## src/inc/audio_map.svh

```systemverilog
`ifndef AUDIO_MAP_SVH
`define AUDIO_MAP_SVH

// ==========================================================================
// Register byte offsets
`define OFS_EFFECT_CODE     8'h00
`define OFS_EFFECT_TRIGGER  8'h04
`define OFS_SYNTH_VOLUME    8'h08
`define OFS_PB_START        8'h0C
`define OFS_PB_LENGTH       8'h10
`define OFS_PB_SAMPLE_RATE  8'h14
`define OFS_PB_FORMAT       8'h18
`define OFS_PB_REPEAT       8'h1C
`define OFS_PB_TRIGGER      8'h20
`define OFS_PB_VOLUME       8'h24
`define OFS_PB_READ_POINTER 8'h28

// ==========================================================================
// Field positions and widths
`define CODE_LO_MSB  7
`define CODE_HI_LSB  8
`define RAM_AW       20
`define RATE_W       16
`define PWM_W        10

// ==========================================================================
// Reset values
`define RST_SYNTH_VOLUME 8'hFF
`define RST_PB_VOLUME    8'hFF
`define RST_PB_RATE      16'h1F40

// ==========================================================================
// Timing
`define CLK_HZ       100000000
`define SHOT_TIME_MS 50
`define SHOT_NOTE    8'h0C

`endif

```

## src/inc/audio_pkg.sv

```systemverilog
package audio_pkg;

    // Playback fetch sequencer, Gray coded along idle-fetch-wait-hold
    typedef enum logic [1:0] {
        PB_IDLE  = 2'b00,
        PB_FETCH = 2'b01,
        PB_WAIT  = 2'b11,
        PB_HOLD  = 2'b10
    } pb_state_e;

    // Playback sample encodings
    typedef enum logic [1:0] {
        fmt_linear = 2'b00,
        fmt_mu_law = 2'b01,
        fmt_adpcm  = 2'b10
    } pb_format_e;

endpackage

```

## src/mono_audio_pwm_engine.sv

```systemverilog
`timescale 1ns/1ns
`include "audio_map.svh"
// Overview of operation
// - Mono audio leaves as PWM on one pin
// - Output mixes synthesizer and RAM sample playback
// - Code then trigger write of 1 starts effect
// - Effect trigger reads 1 while sounding
// - Looping effects run until replaced by retrigger
// - Code zero plus trigger gives silence
// - Synth volume register scales effect loudness
// - Effect code 16 bits, low byte selects
// - Upper byte is MIDI note, zero middle C
// - Fixed-pitch effects ignore the upper byte
// - Playback reads RAM from start for length
// - Samples consumed at programmed rate in hertz
// - Linear, mu-law and ADPCM formats decoded
// - ADPCM low nibble first, high nibble second
// - Any write to playback trigger starts playback if length is nonzero
// - Playback trigger reads 1 while playing
// - Playback volume 0 to 255 scales samples
// - Read pointer register shows fetch address
module mono_audio_pwm_engine
    import audio_pkg::*;
#(
    parameter int SHOT_CYCLES = `SHOT_TIME_MS * (`CLK_HZ / 1000)
) (
    input  wire logic               clk_in,
    input  wire logic               sys_rst_in,
    input  wire logic               psel_in,
    input  wire logic               penable_in,
    input  wire logic               pwrite_in,
    input  wire logic [7:0]         paddr_in,
    input  wire logic [31:0]        pwdata_in,
    output logic      [31:0]        prdata_out,
    output logic                    pready_out,
    output logic                    pslverr_out,
    output logic                    ram_rd_out,
    output logic      [`RAM_AW-1:0] ram_addr_out,
    input  wire logic [7:0]         ram_data_in,
    output logic                    audio_pwm_out
);

    // ======================================================================
    // Constant tables
    localparam logic [31:0] SEMI_INC [0:11] = '{32'h00002BE5, 32'h00002E81, 32'h00003145,
        32'h00003433, 32'h0000374D, 32'h00003A97, 32'h00003E13, 32'h000041C4,
        32'h000045AD, 32'h000049D2, 32'h00004E36, 32'h000052DC};
    localparam logic [14:0] STEP_TAB [0:88] = '{15'd7, 15'd8, 15'd9, 15'd10, 15'd11, 15'd12,
        15'd13, 15'd14, 15'd16, 15'd17, 15'd19, 15'd21, 15'd23, 15'd25, 15'd28, 15'd31, 15'd34,
        15'd37, 15'd41, 15'd45, 15'd50, 15'd55, 15'd60, 15'd66, 15'd73, 15'd80, 15'd88, 15'd97,
        15'd107, 15'd118, 15'd130, 15'd143, 15'd157, 15'd173, 15'd190, 15'd209, 15'd230, 15'd253,
        15'd279, 15'd307, 15'd337, 15'd371, 15'd408, 15'd449, 15'd494, 15'd544, 15'd598, 15'd658,
        15'd724, 15'd796, 15'd876, 15'd963, 15'd1060, 15'd1166, 15'd1282, 15'd1411, 15'd1552,
        15'd1707, 15'd1878, 15'd2066, 15'd2272, 15'd2499, 15'd2749, 15'd3024, 15'd3327, 15'd3660,
        15'd4026, 15'd4428, 15'd4871, 15'd5358, 15'd5894, 15'd6484, 15'd7132, 15'd7845, 15'd8630,
        15'd9493, 15'd10442, 15'd11487, 15'd12635, 15'd13899, 15'd15289, 15'd16818, 15'd18500,
        15'd20350, 15'd22385, 15'd24623, 15'd27086, 15'd29794, 15'd32767};
    localparam logic [26:0] CLK_HZ_C = 27'(`CLK_HZ);

    // ======================================================================
    // Registers and state
    logic [15:0]         effect_code_reg;
    logic [15:0]         active_code;
    logic                fx_playing;
    logic [7:0]          synth_volume;
    logic [`RAM_AW-1:0]  pb_start;
    logic [`RAM_AW-1:0]  pb_length;
    logic [`RATE_W-1:0]  pb_sample_rate;
    pb_format_e          pb_format;
    logic                pb_repeat;
    logic [7:0]          pb_volume;
    logic                pb_playing;
    pb_state_e           pb_state;
    logic [`RAM_AW-1:0]  pb_read_pointer;
    logic [`RAM_AW-1:0]  pb_remain;
    logic [7:0]          pb_byte;
    logic                nib_sel;
    logic [26:0]         rate_acc;
    logic signed [15:0]  pb_sample;
    logic signed [15:0]  adpcm_pred;
    logic [6:0]          adpcm_idx;
    logic [31:0]         shot_cnt;
    logic [31:0]         phase;
    logic [`PWM_W-1:0]   pwm_cnt;
    logic [`PWM_W-1:0]   pwm_duty;

    // ======================================================================
    // APB decode
    wire setup_phase = psel_in && !penable_in;
    wire wr_fire     = psel_in && penable_in && pready_out && pwrite_in;
    wire hit_code    = paddr_in == `OFS_EFFECT_CODE;
    wire hit_fxtrig  = paddr_in == `OFS_EFFECT_TRIGGER;
    wire hit_svol    = paddr_in == `OFS_SYNTH_VOLUME;
    wire hit_start   = paddr_in == `OFS_PB_START;
    wire hit_len     = paddr_in == `OFS_PB_LENGTH;
    wire hit_rate    = paddr_in == `OFS_PB_SAMPLE_RATE;
    wire hit_fmt     = paddr_in == `OFS_PB_FORMAT;
    wire hit_rep     = paddr_in == `OFS_PB_REPEAT;
    wire hit_pbtrig  = paddr_in == `OFS_PB_TRIGGER;
    wire hit_pvol    = paddr_in == `OFS_PB_VOLUME;
    wire hit_ptr     = paddr_in == `OFS_PB_READ_POINTER;
    wire hit_any     = hit_code | hit_fxtrig | hit_svol | hit_start | hit_len | hit_rate
                     | hit_fmt | hit_rep | hit_pbtrig | hit_pvol | hit_ptr;
    wire fx_trig_wr  = wr_fire && hit_fxtrig && pwdata_in[0];
    wire pb_trig_wr  = wr_fire && hit_pbtrig;

    // Read mux; unmapped addresses read zero and flag an error
    logic [31:0] rd_mux;
    always_comb begin
        if (hit_code) rd_mux = {16'h0000, effect_code_reg};
        else if (hit_fxtrig) rd_mux = {31'h0, fx_playing};
        else if (hit_svol) rd_mux = {24'h0, synth_volume};
        else if (hit_start) rd_mux = {12'h0, pb_start};
        else if (hit_len) rd_mux = {12'h0, pb_length};
        else if (hit_rate) rd_mux = {16'h0, pb_sample_rate};
        else if (hit_fmt) rd_mux = {30'h0, pb_format};
        else if (hit_rep) rd_mux = {31'h0, pb_repeat};
        else if (hit_pbtrig) rd_mux = {31'h0, pb_playing};
        else if (hit_pvol) rd_mux = {24'h0, pb_volume};
        else if (hit_ptr) rd_mux = {12'h0, pb_read_pointer};
        else rd_mux = 32'h0;
    end

    // No wait state: pready is high in the first access cycle, and every bus output comes straight from a flop
    always_ff @(posedge clk_in or posedge sys_rst_in) begin
        if (sys_rst_in) begin
            pready_out  <= 1'b0;
            pslverr_out <= 1'b0;
            prdata_out  <= 32'h0;
        end else begin
            pready_out  <= setup_phase;
            pslverr_out <= setup_phase && !hit_any;
            prdata_out  <= setup_phase && !pwrite_in ? rd_mux : 32'h0;
        end
    end

    // Plain configuration registers
    always_ff @(posedge clk_in or posedge sys_rst_in) begin
        if (sys_rst_in) begin
            effect_code_reg <= 16'h0;
            synth_volume    <= `RST_SYNTH_VOLUME;
            pb_start        <= '0;
            pb_length       <= '0;
            pb_sample_rate  <= `RST_PB_RATE;
            pb_format       <= fmt_linear;
            pb_repeat       <= 1'b0;
            pb_volume       <= `RST_PB_VOLUME;
        end else if (wr_fire) begin
            if (hit_code) effect_code_reg <= pwdata_in[15:0];
            if (hit_svol) synth_volume <= pwdata_in[7:0];
            if (hit_start) pb_start <= pwdata_in[`RAM_AW-1:0];
            if (hit_len) pb_length <= pwdata_in[`RAM_AW-1:0];
            if (hit_rate) pb_sample_rate <= pwdata_in[`RATE_W-1:0];
            if (hit_fmt && pwdata_in[1:0] != 2'b11) pb_format <= pb_format_e'(pwdata_in[1:0]);
            if (hit_rep) pb_repeat <= pwdata_in[0];
            if (hit_pvol) pb_volume <= pwdata_in[7:0];
        end
    end

    // ======================================================================
    // Sound synthesizer: codes 1-3 loop with pitch, 10h-13h are fixed beeps
    wire [7:0] new_lo   = effect_code_reg[`CODE_LO_MSB:0];
    wire       new_live = (new_lo >= 8'h01 && new_lo <= 8'h03) || (new_lo >= 8'h10 && new_lo <= 8'h13);
    wire [7:0] act_lo   = active_code[`CODE_LO_MSB:0];
    wire       fx_shot  = act_lo[4];
    wire [7:0] note     = fx_shot ? `SHOT_NOTE : active_code[15:`CODE_HI_LSB];
    wire [7:0] oct_raw  = note / 8'd12;
    wire [3:0] semi     = 4'(note % 8'd12);
    wire [2:0] octave   = oct_raw > 8'd7 ? 3'd7 : oct_raw[2:0]; // Beyond 7 octaves would alias
    wire [31:0] phase_inc = SEMI_INC[semi] << octave; // Note zero gives middle C

    // Trigger, replace and end of effects; a new trigger beats the end
    always_ff @(posedge clk_in or posedge sys_rst_in) begin
        if (sys_rst_in) begin
            active_code <= 16'h0;
            fx_playing  <= 1'b0;
            shot_cnt    <= 32'h0;
        end else if (fx_trig_wr) begin
            active_code <= effect_code_reg;
            fx_playing  <= new_live;
            shot_cnt    <= 32'(SHOT_CYCLES);
        end else if (fx_playing && fx_shot) begin
            shot_cnt   <= shot_cnt - 32'h1;
            fx_playing <= shot_cnt != 32'h1;
        end
    end

    // Phase accumulator oscillator
    always_ff @(posedge clk_in or posedge sys_rst_in) begin
        if (sys_rst_in) phase <= 32'h0;
        else if (fx_trig_wr) phase <= 32'h0;
        else phase <= phase + phase_inc;
    end

    // Wave shapes: square, saw, triangle
    wire [7:0] tri_u  = phase[31] ? ~phase[30:23] : phase[30:23];
    wire [7:0] wave_u = act_lo[1:0] == 2'd1 ? {8{phase[31]}} : act_lo[1:0] == 2'd2 ? phase[31:24] : tri_u;
    wire signed [7:0]  wave_s      = fx_playing ? signed'(wave_u ^ 8'h80) : 8'sh00;
    wire signed [16:0] synth_prod  = wave_s * signed'({1'b0, synth_volume});
    wire signed [15:0] synth_scaled = synth_prod[15:0];

    // ======================================================================
    // Playback sample clock: fractional accumulator against the core clock
    wire [26:0] acc_sum     = rate_acc + 27'(pb_sample_rate);
    wire        sample_tick = pb_playing && acc_sum >= CLK_HZ_C;

    always_ff @(posedge clk_in or posedge sys_rst_in) begin
        if (sys_rst_in) rate_acc <= 27'h0;
        else if (pb_trig_wr || !pb_playing) rate_acc <= 27'h0;
        else rate_acc <= sample_tick ? acc_sum - CLK_HZ_C : acc_sum;
    end

    // Mu-law expansion
    wire [7:0]  mu_inv  = ~pb_byte;
    wire [14:0] mu_mag  = 15'(({mu_inv[3:0], 3'b000} + 8'h84) << mu_inv[6:4]) - 15'h0084;
    wire signed [15:0] mu_s = mu_inv[7] ? -signed'({1'b0, mu_mag}) : signed'({1'b0, mu_mag});

    // IMA ADPCM step for the current nibble
    wire [3:0]  nib  = nib_sel ? pb_byte[7:4] : pb_byte[3:0];
    logic [14:0] step;
    logic [16:0] diff;
    logic signed [17:0] pred_sum;
    logic signed [15:0] next_pred;
    logic signed [8:0]  idx_sum;
    logic [6:0] next_idx;
    always_comb begin
        step = STEP_TAB[adpcm_idx];
        diff = 17'(step >> 3);
        if (nib[2]) diff = diff + 17'(step);
        if (nib[1]) diff = diff + 17'(step >> 1);
        if (nib[0]) diff = diff + 17'(step >> 2);
        pred_sum = nib[3] ? 18'(adpcm_pred) - signed'({1'b0, diff}) : 18'(adpcm_pred) + signed'({1'b0, diff});
        if (pred_sum > 18'sd32767) next_pred = 16'sh7FFF;
        else if (pred_sum < -18'sd32768) next_pred = 16'sh8000;
        else next_pred = pred_sum[15:0];
        idx_sum = 9'(adpcm_idx) + (nib[2] ? 9'(2 * nib[1:0] + 2) : -9'sd1);
        if (idx_sum < 0) next_idx = 7'd0;
        else if (idx_sum > 9'sd88) next_idx = 7'd88;
        else next_idx = idx_sum[6:0];
    end

    // Decoded sample per format
    wire signed [15:0] dec_sample = pb_format == fmt_adpcm ? next_pred :
                                    pb_format == fmt_mu_law ? mu_s : {pb_byte, 8'h00};
    wire byte_done = pb_format != fmt_adpcm || nib_sel;
    wire last_byte = pb_remain == `RAM_AW'(1);

    // Playback sequencer; a trigger write restarts from any state
    always_ff @(posedge clk_in or posedge sys_rst_in) begin
        if (sys_rst_in) begin
            pb_state        <= PB_IDLE;
            pb_playing      <= 1'b0;
            pb_read_pointer <= '0;
            pb_remain       <= '0;
            pb_byte         <= 8'h0;
            nib_sel         <= 1'b0;
            pb_sample       <= 16'sh0;
            adpcm_pred      <= 16'sh0;
            adpcm_idx       <= 7'd0;
            ram_rd_out      <= 1'b0;
            ram_addr_out    <= '0;
        end else if (pb_trig_wr) begin
            pb_read_pointer <= pb_start;
            pb_remain       <= pb_length;
            pb_playing      <= pb_length != '0;
            pb_state        <= pb_length != '0 ? PB_FETCH : PB_IDLE;
            nib_sel         <= 1'b0;
            adpcm_pred      <= 16'sh0;
            adpcm_idx       <= 7'd0;
            ram_rd_out      <= 1'b0;
        end else begin
            ram_rd_out <= 1'b0;
            case (pb_state)
                PB_FETCH: begin
                    ram_rd_out   <= 1'b1;
                    ram_addr_out <= pb_read_pointer;
                    pb_state     <= PB_WAIT;
                end
                PB_WAIT: begin
                    if (!ram_rd_out) begin // RAM answers one cycle after the request
                        pb_byte  <= ram_data_in;
                        pb_state <= PB_HOLD;
                    end
                end
                PB_HOLD: begin
                    if (sample_tick) begin
                        pb_sample <= dec_sample;
                        if (pb_format == fmt_adpcm) begin
                            adpcm_pred <= next_pred;
                            adpcm_idx  <= next_idx;
                        end
                        nib_sel <= !byte_done;
                        if (byte_done && last_byte && pb_repeat) begin
                            pb_read_pointer <= pb_start;
                            pb_remain       <= pb_length;
                            pb_state        <= PB_FETCH;
                        end else if (byte_done && last_byte) begin
                            pb_playing <= 1'b0;
                            pb_state   <= PB_IDLE;
                        end else if (byte_done) begin
                            pb_read_pointer <= pb_read_pointer + `RAM_AW'(1);
                            pb_remain       <= pb_remain - `RAM_AW'(1);
                            pb_state        <= PB_FETCH;
                        end
                    end
                end
                default: begin
                    pb_state <= PB_IDLE;
                end
            endcase
        end
    end

    // ======================================================================
    // Mixer and PWM; silence once playback ends avoids a stuck DC level
    wire signed [15:0] pb_src    = pb_playing ? pb_sample : 16'sh0;
    wire signed [24:0] pb_prod   = pb_src * signed'({1'b0, pb_volume});
    wire signed [16:0] mix_sum   = 17'(synth_scaled) + 17'(signed'(pb_prod[23:8]));
    wire signed [15:0] mix_clip  = mix_sum > 17'sd32767 ? 16'sh7FFF :
                                   mix_sum < -17'sd32768 ? 16'sh8000 : mix_sum[15:0];
    wire [`PWM_W-1:0]  mix_duty  = mix_clip[15:6] ^ `PWM_W'(512);

    // Duty is taken only at the period start so each pulse is whole
    always_ff @(posedge clk_in or posedge sys_rst_in) begin
        if (sys_rst_in) begin
            pwm_cnt       <= '0;
            pwm_duty      <= `PWM_W'(512);
            audio_pwm_out <= 1'b0;
        end else begin
            pwm_cnt       <= pwm_cnt + `PWM_W'(1);
            if (pwm_cnt == '1) pwm_duty <= mix_duty;
            audio_pwm_out <= pwm_cnt < pwm_duty;
        end
    end

    // ======================================================================
    // Assertions
    AST_PWM_HIGH: assert property (@(posedge clk_in) disable iff (sys_rst_in)
        (pwm_cnt == '0 && pwm_duty != '0) |=> audio_pwm_out) else $error("pwm not high at period start");
    AST_PWM_LOW: assert property (@(posedge clk_in) disable iff (sys_rst_in)
        (pwm_cnt == '1) |=> !audio_pwm_out) else $error("pwm high at period end");
    AST_FX_START: assert property (@(posedge clk_in) disable iff (sys_rst_in)
        (fx_trig_wr && new_lo == 8'h02) |=> fx_playing ##1 fx_playing) else $error("effect did not start");
    AST_FX_SILENCE: assert property (@(posedge clk_in) disable iff (sys_rst_in)
        (fx_trig_wr && new_lo == 8'h00) |=> !fx_playing && wave_s == 8'sh00) else $error("silence failed");
    AST_FX_LOOP: assert property (@(posedge clk_in) disable iff (sys_rst_in)
        (fx_playing && !fx_shot && !fx_trig_wr) |=> fx_playing) else $error("looping effect stopped");
    AST_FX_READ: assert property (@(posedge clk_in) disable iff (sys_rst_in)
        (setup_phase && !pwrite_in && hit_fxtrig) |=> pready_out && prdata_out == {31'h0, $past(fx_playing)})
        else $error("effect trigger read wrong");
    AST_FIXED_PITCH: assert property (@(posedge clk_in) disable iff (sys_rst_in)
        fx_shot |-> phase_inc == SEMI_INC[0] << 1) else $error("fixed effect pitch moved");
    AST_PB_START: assert property (@(posedge clk_in) disable iff (sys_rst_in)
        (pb_trig_wr && pb_length != '0) |=> pb_playing && pb_read_pointer == $past(pb_start) ##1 ram_rd_out)
        else $error("playback did not start");
    AST_PB_STOP: assert property (@(posedge clk_in) disable iff (sys_rst_in)
        (pb_state == PB_HOLD && sample_tick && byte_done && last_byte && !pb_repeat && !pb_trig_wr)
        |=> !pb_playing && pb_state == PB_IDLE) else $error("playback did not stop");
    AST_NIBBLE_ORDER: assert property (@(posedge clk_in) disable iff (sys_rst_in)
        (pb_state == PB_HOLD && sample_tick && pb_format == fmt_adpcm && !nib_sel && !pb_trig_wr)
        |=> nib_sel && pb_state == PB_HOLD && $stable(pb_read_pointer)) else $error("nibble order broken");

endmodule

```

## config.mk

```make
export PLATFORM = sky130hd
export DESIGN_NAME = mono_audio_pwm_engine
export DESIGN_NICKNAME = d
export VERILOG_FILES = /design/src/inc/audio_pkg.sv /design/src/mono_audio_pwm_engine.sv
export VERILOG_INCLUDE_DIRS = /design/src /design/src/inc
export SDC_FILE = /design/constraint.sdc
export NUM_CORES = 2
export LEC_CHECK = 0
export BUFFER_PORTS_ARGS = -buffer_cell sky130_fd_sc_hd__buf_2
export CAP_MARGIN = 10
export CELL_PAD_IN_SITES_DETAIL_PLACEMENT = 0
export CELL_PAD_IN_SITES_GLOBAL_PLACEMENT = 1
export CORE_AREA = 2 2 364 366
export DETAILED_ROUTE_END_ITERATION = 7
export DIE_AREA = 0 0 366 368
export GPL_TIMING_DRIVEN = 0
export PLACE_DENSITY = 0.53
export REMOVE_ABC_BUFFERS = 1
export SYNTH_ARGS = -nofsm -noshare
export SYNTH_HDL_FRONTEND = slang
export SYNTH_SLANG_ARGS = --single-unit
```

## constraint.sdc

```tcl
create_clock -name clk_in -period 14.65 [get_ports clk_in]
set_input_delay 1.465 -clock clk_in [delete_from_list [all_inputs] [get_ports clk_in]]
set_output_delay 1.465 -clock clk_in [all_outputs]
set_load 0.05 [all_outputs]
```

==> flow_metrics.env <==
export IMPL_fmax_mhz=78.2
export IMPL_maxSlewViolCount=0
export IMPL_min_period_over_period_pct=87.3
export IMPL_vdd_drop_max_mv=0.0690
export IMPL_synth_largest_area_cell="dfrtp_1"
export IMPL_io_buffers=84
export IMPL_cts_hold_buf=0
export IMPL_critical_path_max_stage_delay_ps=840
export IMPL_syn_area_per_cell_um2=8.63
export IMPL_rsz0062_at_grt="no"
export IMPL_worstSetupStartpointType="flop"
export IMPL_drive_above_1_share_pct=10.9
export IMPL_cts_tree="done"
export IMPL_finalNonFillerCells=5552
export IMPL_synth_common_cells="dfrtp_1, nand2_1, nor2_1"
export IMPL_area_growth_pct=12.8
export IMPL_critPathCaptureType="flop"
export IMPL_tightestPinTransition_ps=1130
export IMPL_final_area_um2=36800
export IMPL_place_ws_ps=1890
export IMPL_synth_enable_flop_cells=0
export IMPL_crit_top_cell="ha_1"
export IMPL_hold_class="reg2reg"
export IMPL_cts_buffers_inserted=47
export IMPL_layout_nets=4196
export IMPL_crit_arrival_ps=13290
export IMPL_drc_errors=0
export IMPL_ys_ff_latch=349
export IMPL_dp_hpwl_um=73700
export IMPL_synthCells=3775
export IMPL_cts_root_buf="clkbuf_16"
export IMPL_biggestRegsByFlops="phase (32), shot_cnt (32), rate_acc (27)"
export IMPL_drt_total_wl_um=97200
export IMPL_period_needed_ps=12780
export IMPL_routedWlPerCell_um=17.5
export IMPL_dp_cells=5463
export IMPL_die_h_um=368
export IMPL_slowest_stage="dfrtp_1"
export IMPL_status="completed"
export IMPL_dieArea_um2=135000
export IMPL_max_slew_margin_pct=24.4
export IMPL_leakagePower_uw=0.0172
export IMPL_maxCapViolations=0
export IMPL_synth_top_area_share_pct=25.0
export IMPL_cts_sinks=349
export IMPL_setup_viol=0
export IMPL_antenna_found_initial=7
export IMPL_seq_area_frac_synth_pct=26.9
export IMPL_cts_max_level=2
export IMPL_grt_pass1_wl_um=157000
export IMPL_cp_required_ps=15160
export IMPL_grt_max_degree=105
export IMPL_ant_nets=0
export IMPL_core_area_um2=131000
export IMPL_num_vias=27000
export IMPL_hold_viol_final=0
export IMPL_synth_distinct_cells=94
export IMPL_ys_flop_type="dfrtp_1"
export IMPL_io_pins=109
export IMPL_cts_resized=0
export IMPL_cellPowerDensity_nw_per_um2=87.6
export IMPL_clockBufferDepth=3
export IMPL_viasPerCell=4.86
export IMPL_yosysMostFrequentCell="dfrtp_1"
export IMPL_grt_usage_pct=14.3
export IMPL_rows=133
export IMPL_async_flop_share_pct=100
export IMPL_postPlaceCellArea_um2=35000
export IMPL_cts_setup_buffers=0
export IMPL_cp_max_fo=22
export IMPL_setup_ws_ps=1870
export IMPL_fp_dieW_um=366
export IMPL_synth_area_leaders="dfrtp_1, ha_1, fa_1"
export IMPL_drt_initial_drc_count=1595
export IMPL_clkTransAtPathRegs_ps=60
export IMPL_initial_core_util_pct=24.9
export IMPL_skew_ps=29.5
export IMPL_overflow=0
export IMPL_fin_tns_setup_ps=0
export IMPL_drt_first_pass_iters=8
export IMPL_ys_warnings_count=0
export IMPL_syn_area_um2=32600
export IMPL_crit_type="reg2reg"
export IMPL_clkLatencyLatePin_ps=620
export IMPL_routabilityCongestion=0.796
export IMPL_grt_pass1_vias=27100
[layer usage]
layer	up-vias	track usage, %	part of all wire [%]
li1	13300	-	-
met1	13200	20.9	50
met2	389	22.6	44
met3	81	2.02	4.0
met4	6	2.65	1.4
met5	-	0	0.040
[critical path: cells and delay by family, from the launching register on]
kind,cells,cell delay (ps)
buffers and inverters,2,630
DFF,1,840
xor gates and xnor gates,4,870
adders and majority gates,6,2280
and+or+nand+nor,12,3250
AOI/OAI and AO/OA,17,4790
[stage by stage]
stage               utilization, %  hold WS [ps]  power (µW)
finish                        28.1           468        3220
global route                  28.1           501        3430
floorplan                        -           440        1730
detailed placement            26.8           463        1950
CTS                           28.1           476        3280
global placement              26.3           455        1940
[placed cells by master, fill, tap and decap left out, types with 62 or more instances in the layout]
cell type / netlist / layout
nor3_1: 82 / 80
xnor2_1: 138 / 138
nand2_1: 319 / 319
nor2_1: 292 / 285
mux2_2: 129 / 129
a21oi_1: 277 / 275
dfrtp_1: 326 / 323
buf_2: 18 / 85
and2_1: 62 / 62
xor2_1: 67 / 67
fa_1: 144 / 144
o21ai_0: 180 / 180
and3_1: 115 / 114
nand3_1: 152 / 152
inv_1: 270 / 269
ha_1: 242 / 242
[area by class of cell]
cell class | count | area [µm²]
diodes | 1 | 2.50
clock buffers | 68 | 1400
clock inverters | 20 | 328
fillers | 14200 | 94000
inverters | 273 | 1030
multi-input cells | 2977 | 22100
flip-flops and latches | 349 | 8770
well taps | 1755 | 2200
repair buffers | 109 | 918
[report_power, final]
group          total, µW  leakage [µW]  switching (µW)  internal, µW
combinational        870        0.0119             524           346
sequential          1050       0.00436            40.9          1010
clock               1300      0.000853             489           807
total               3220        0.0172            1050          2170
[cell families after synthesis]
kind of cell / share of synthesized area [%]
buf+inv: 5.57
mux: 6.60
other cells: 0.0115
xor+xnor: 5.51
flops: 26.9
fa+ha+maj: 18.1
simple gates: 19.1
compound gates: 18.1
[final timing paths]
path	startpoint	endpoint	slack [ps]	depth (start not counted)
min in group asynchronous	sys_rst_in	prdata_out[13]	920	2
max in group asynchronous	sys_rst_in	pb_playing	12710	3
worst max-delay path	adpcm_idx[1]	adpcm_pred[2]	1870	41
worst min register to register	active_code[8]	active_code[8]	470	2
worst max register to register	adpcm_idx[1]	adpcm_pred[2]	1870	41
worst min-delay path	active_code[8]	active_code[8]	470	2
(Power assumes the default switching activity.)
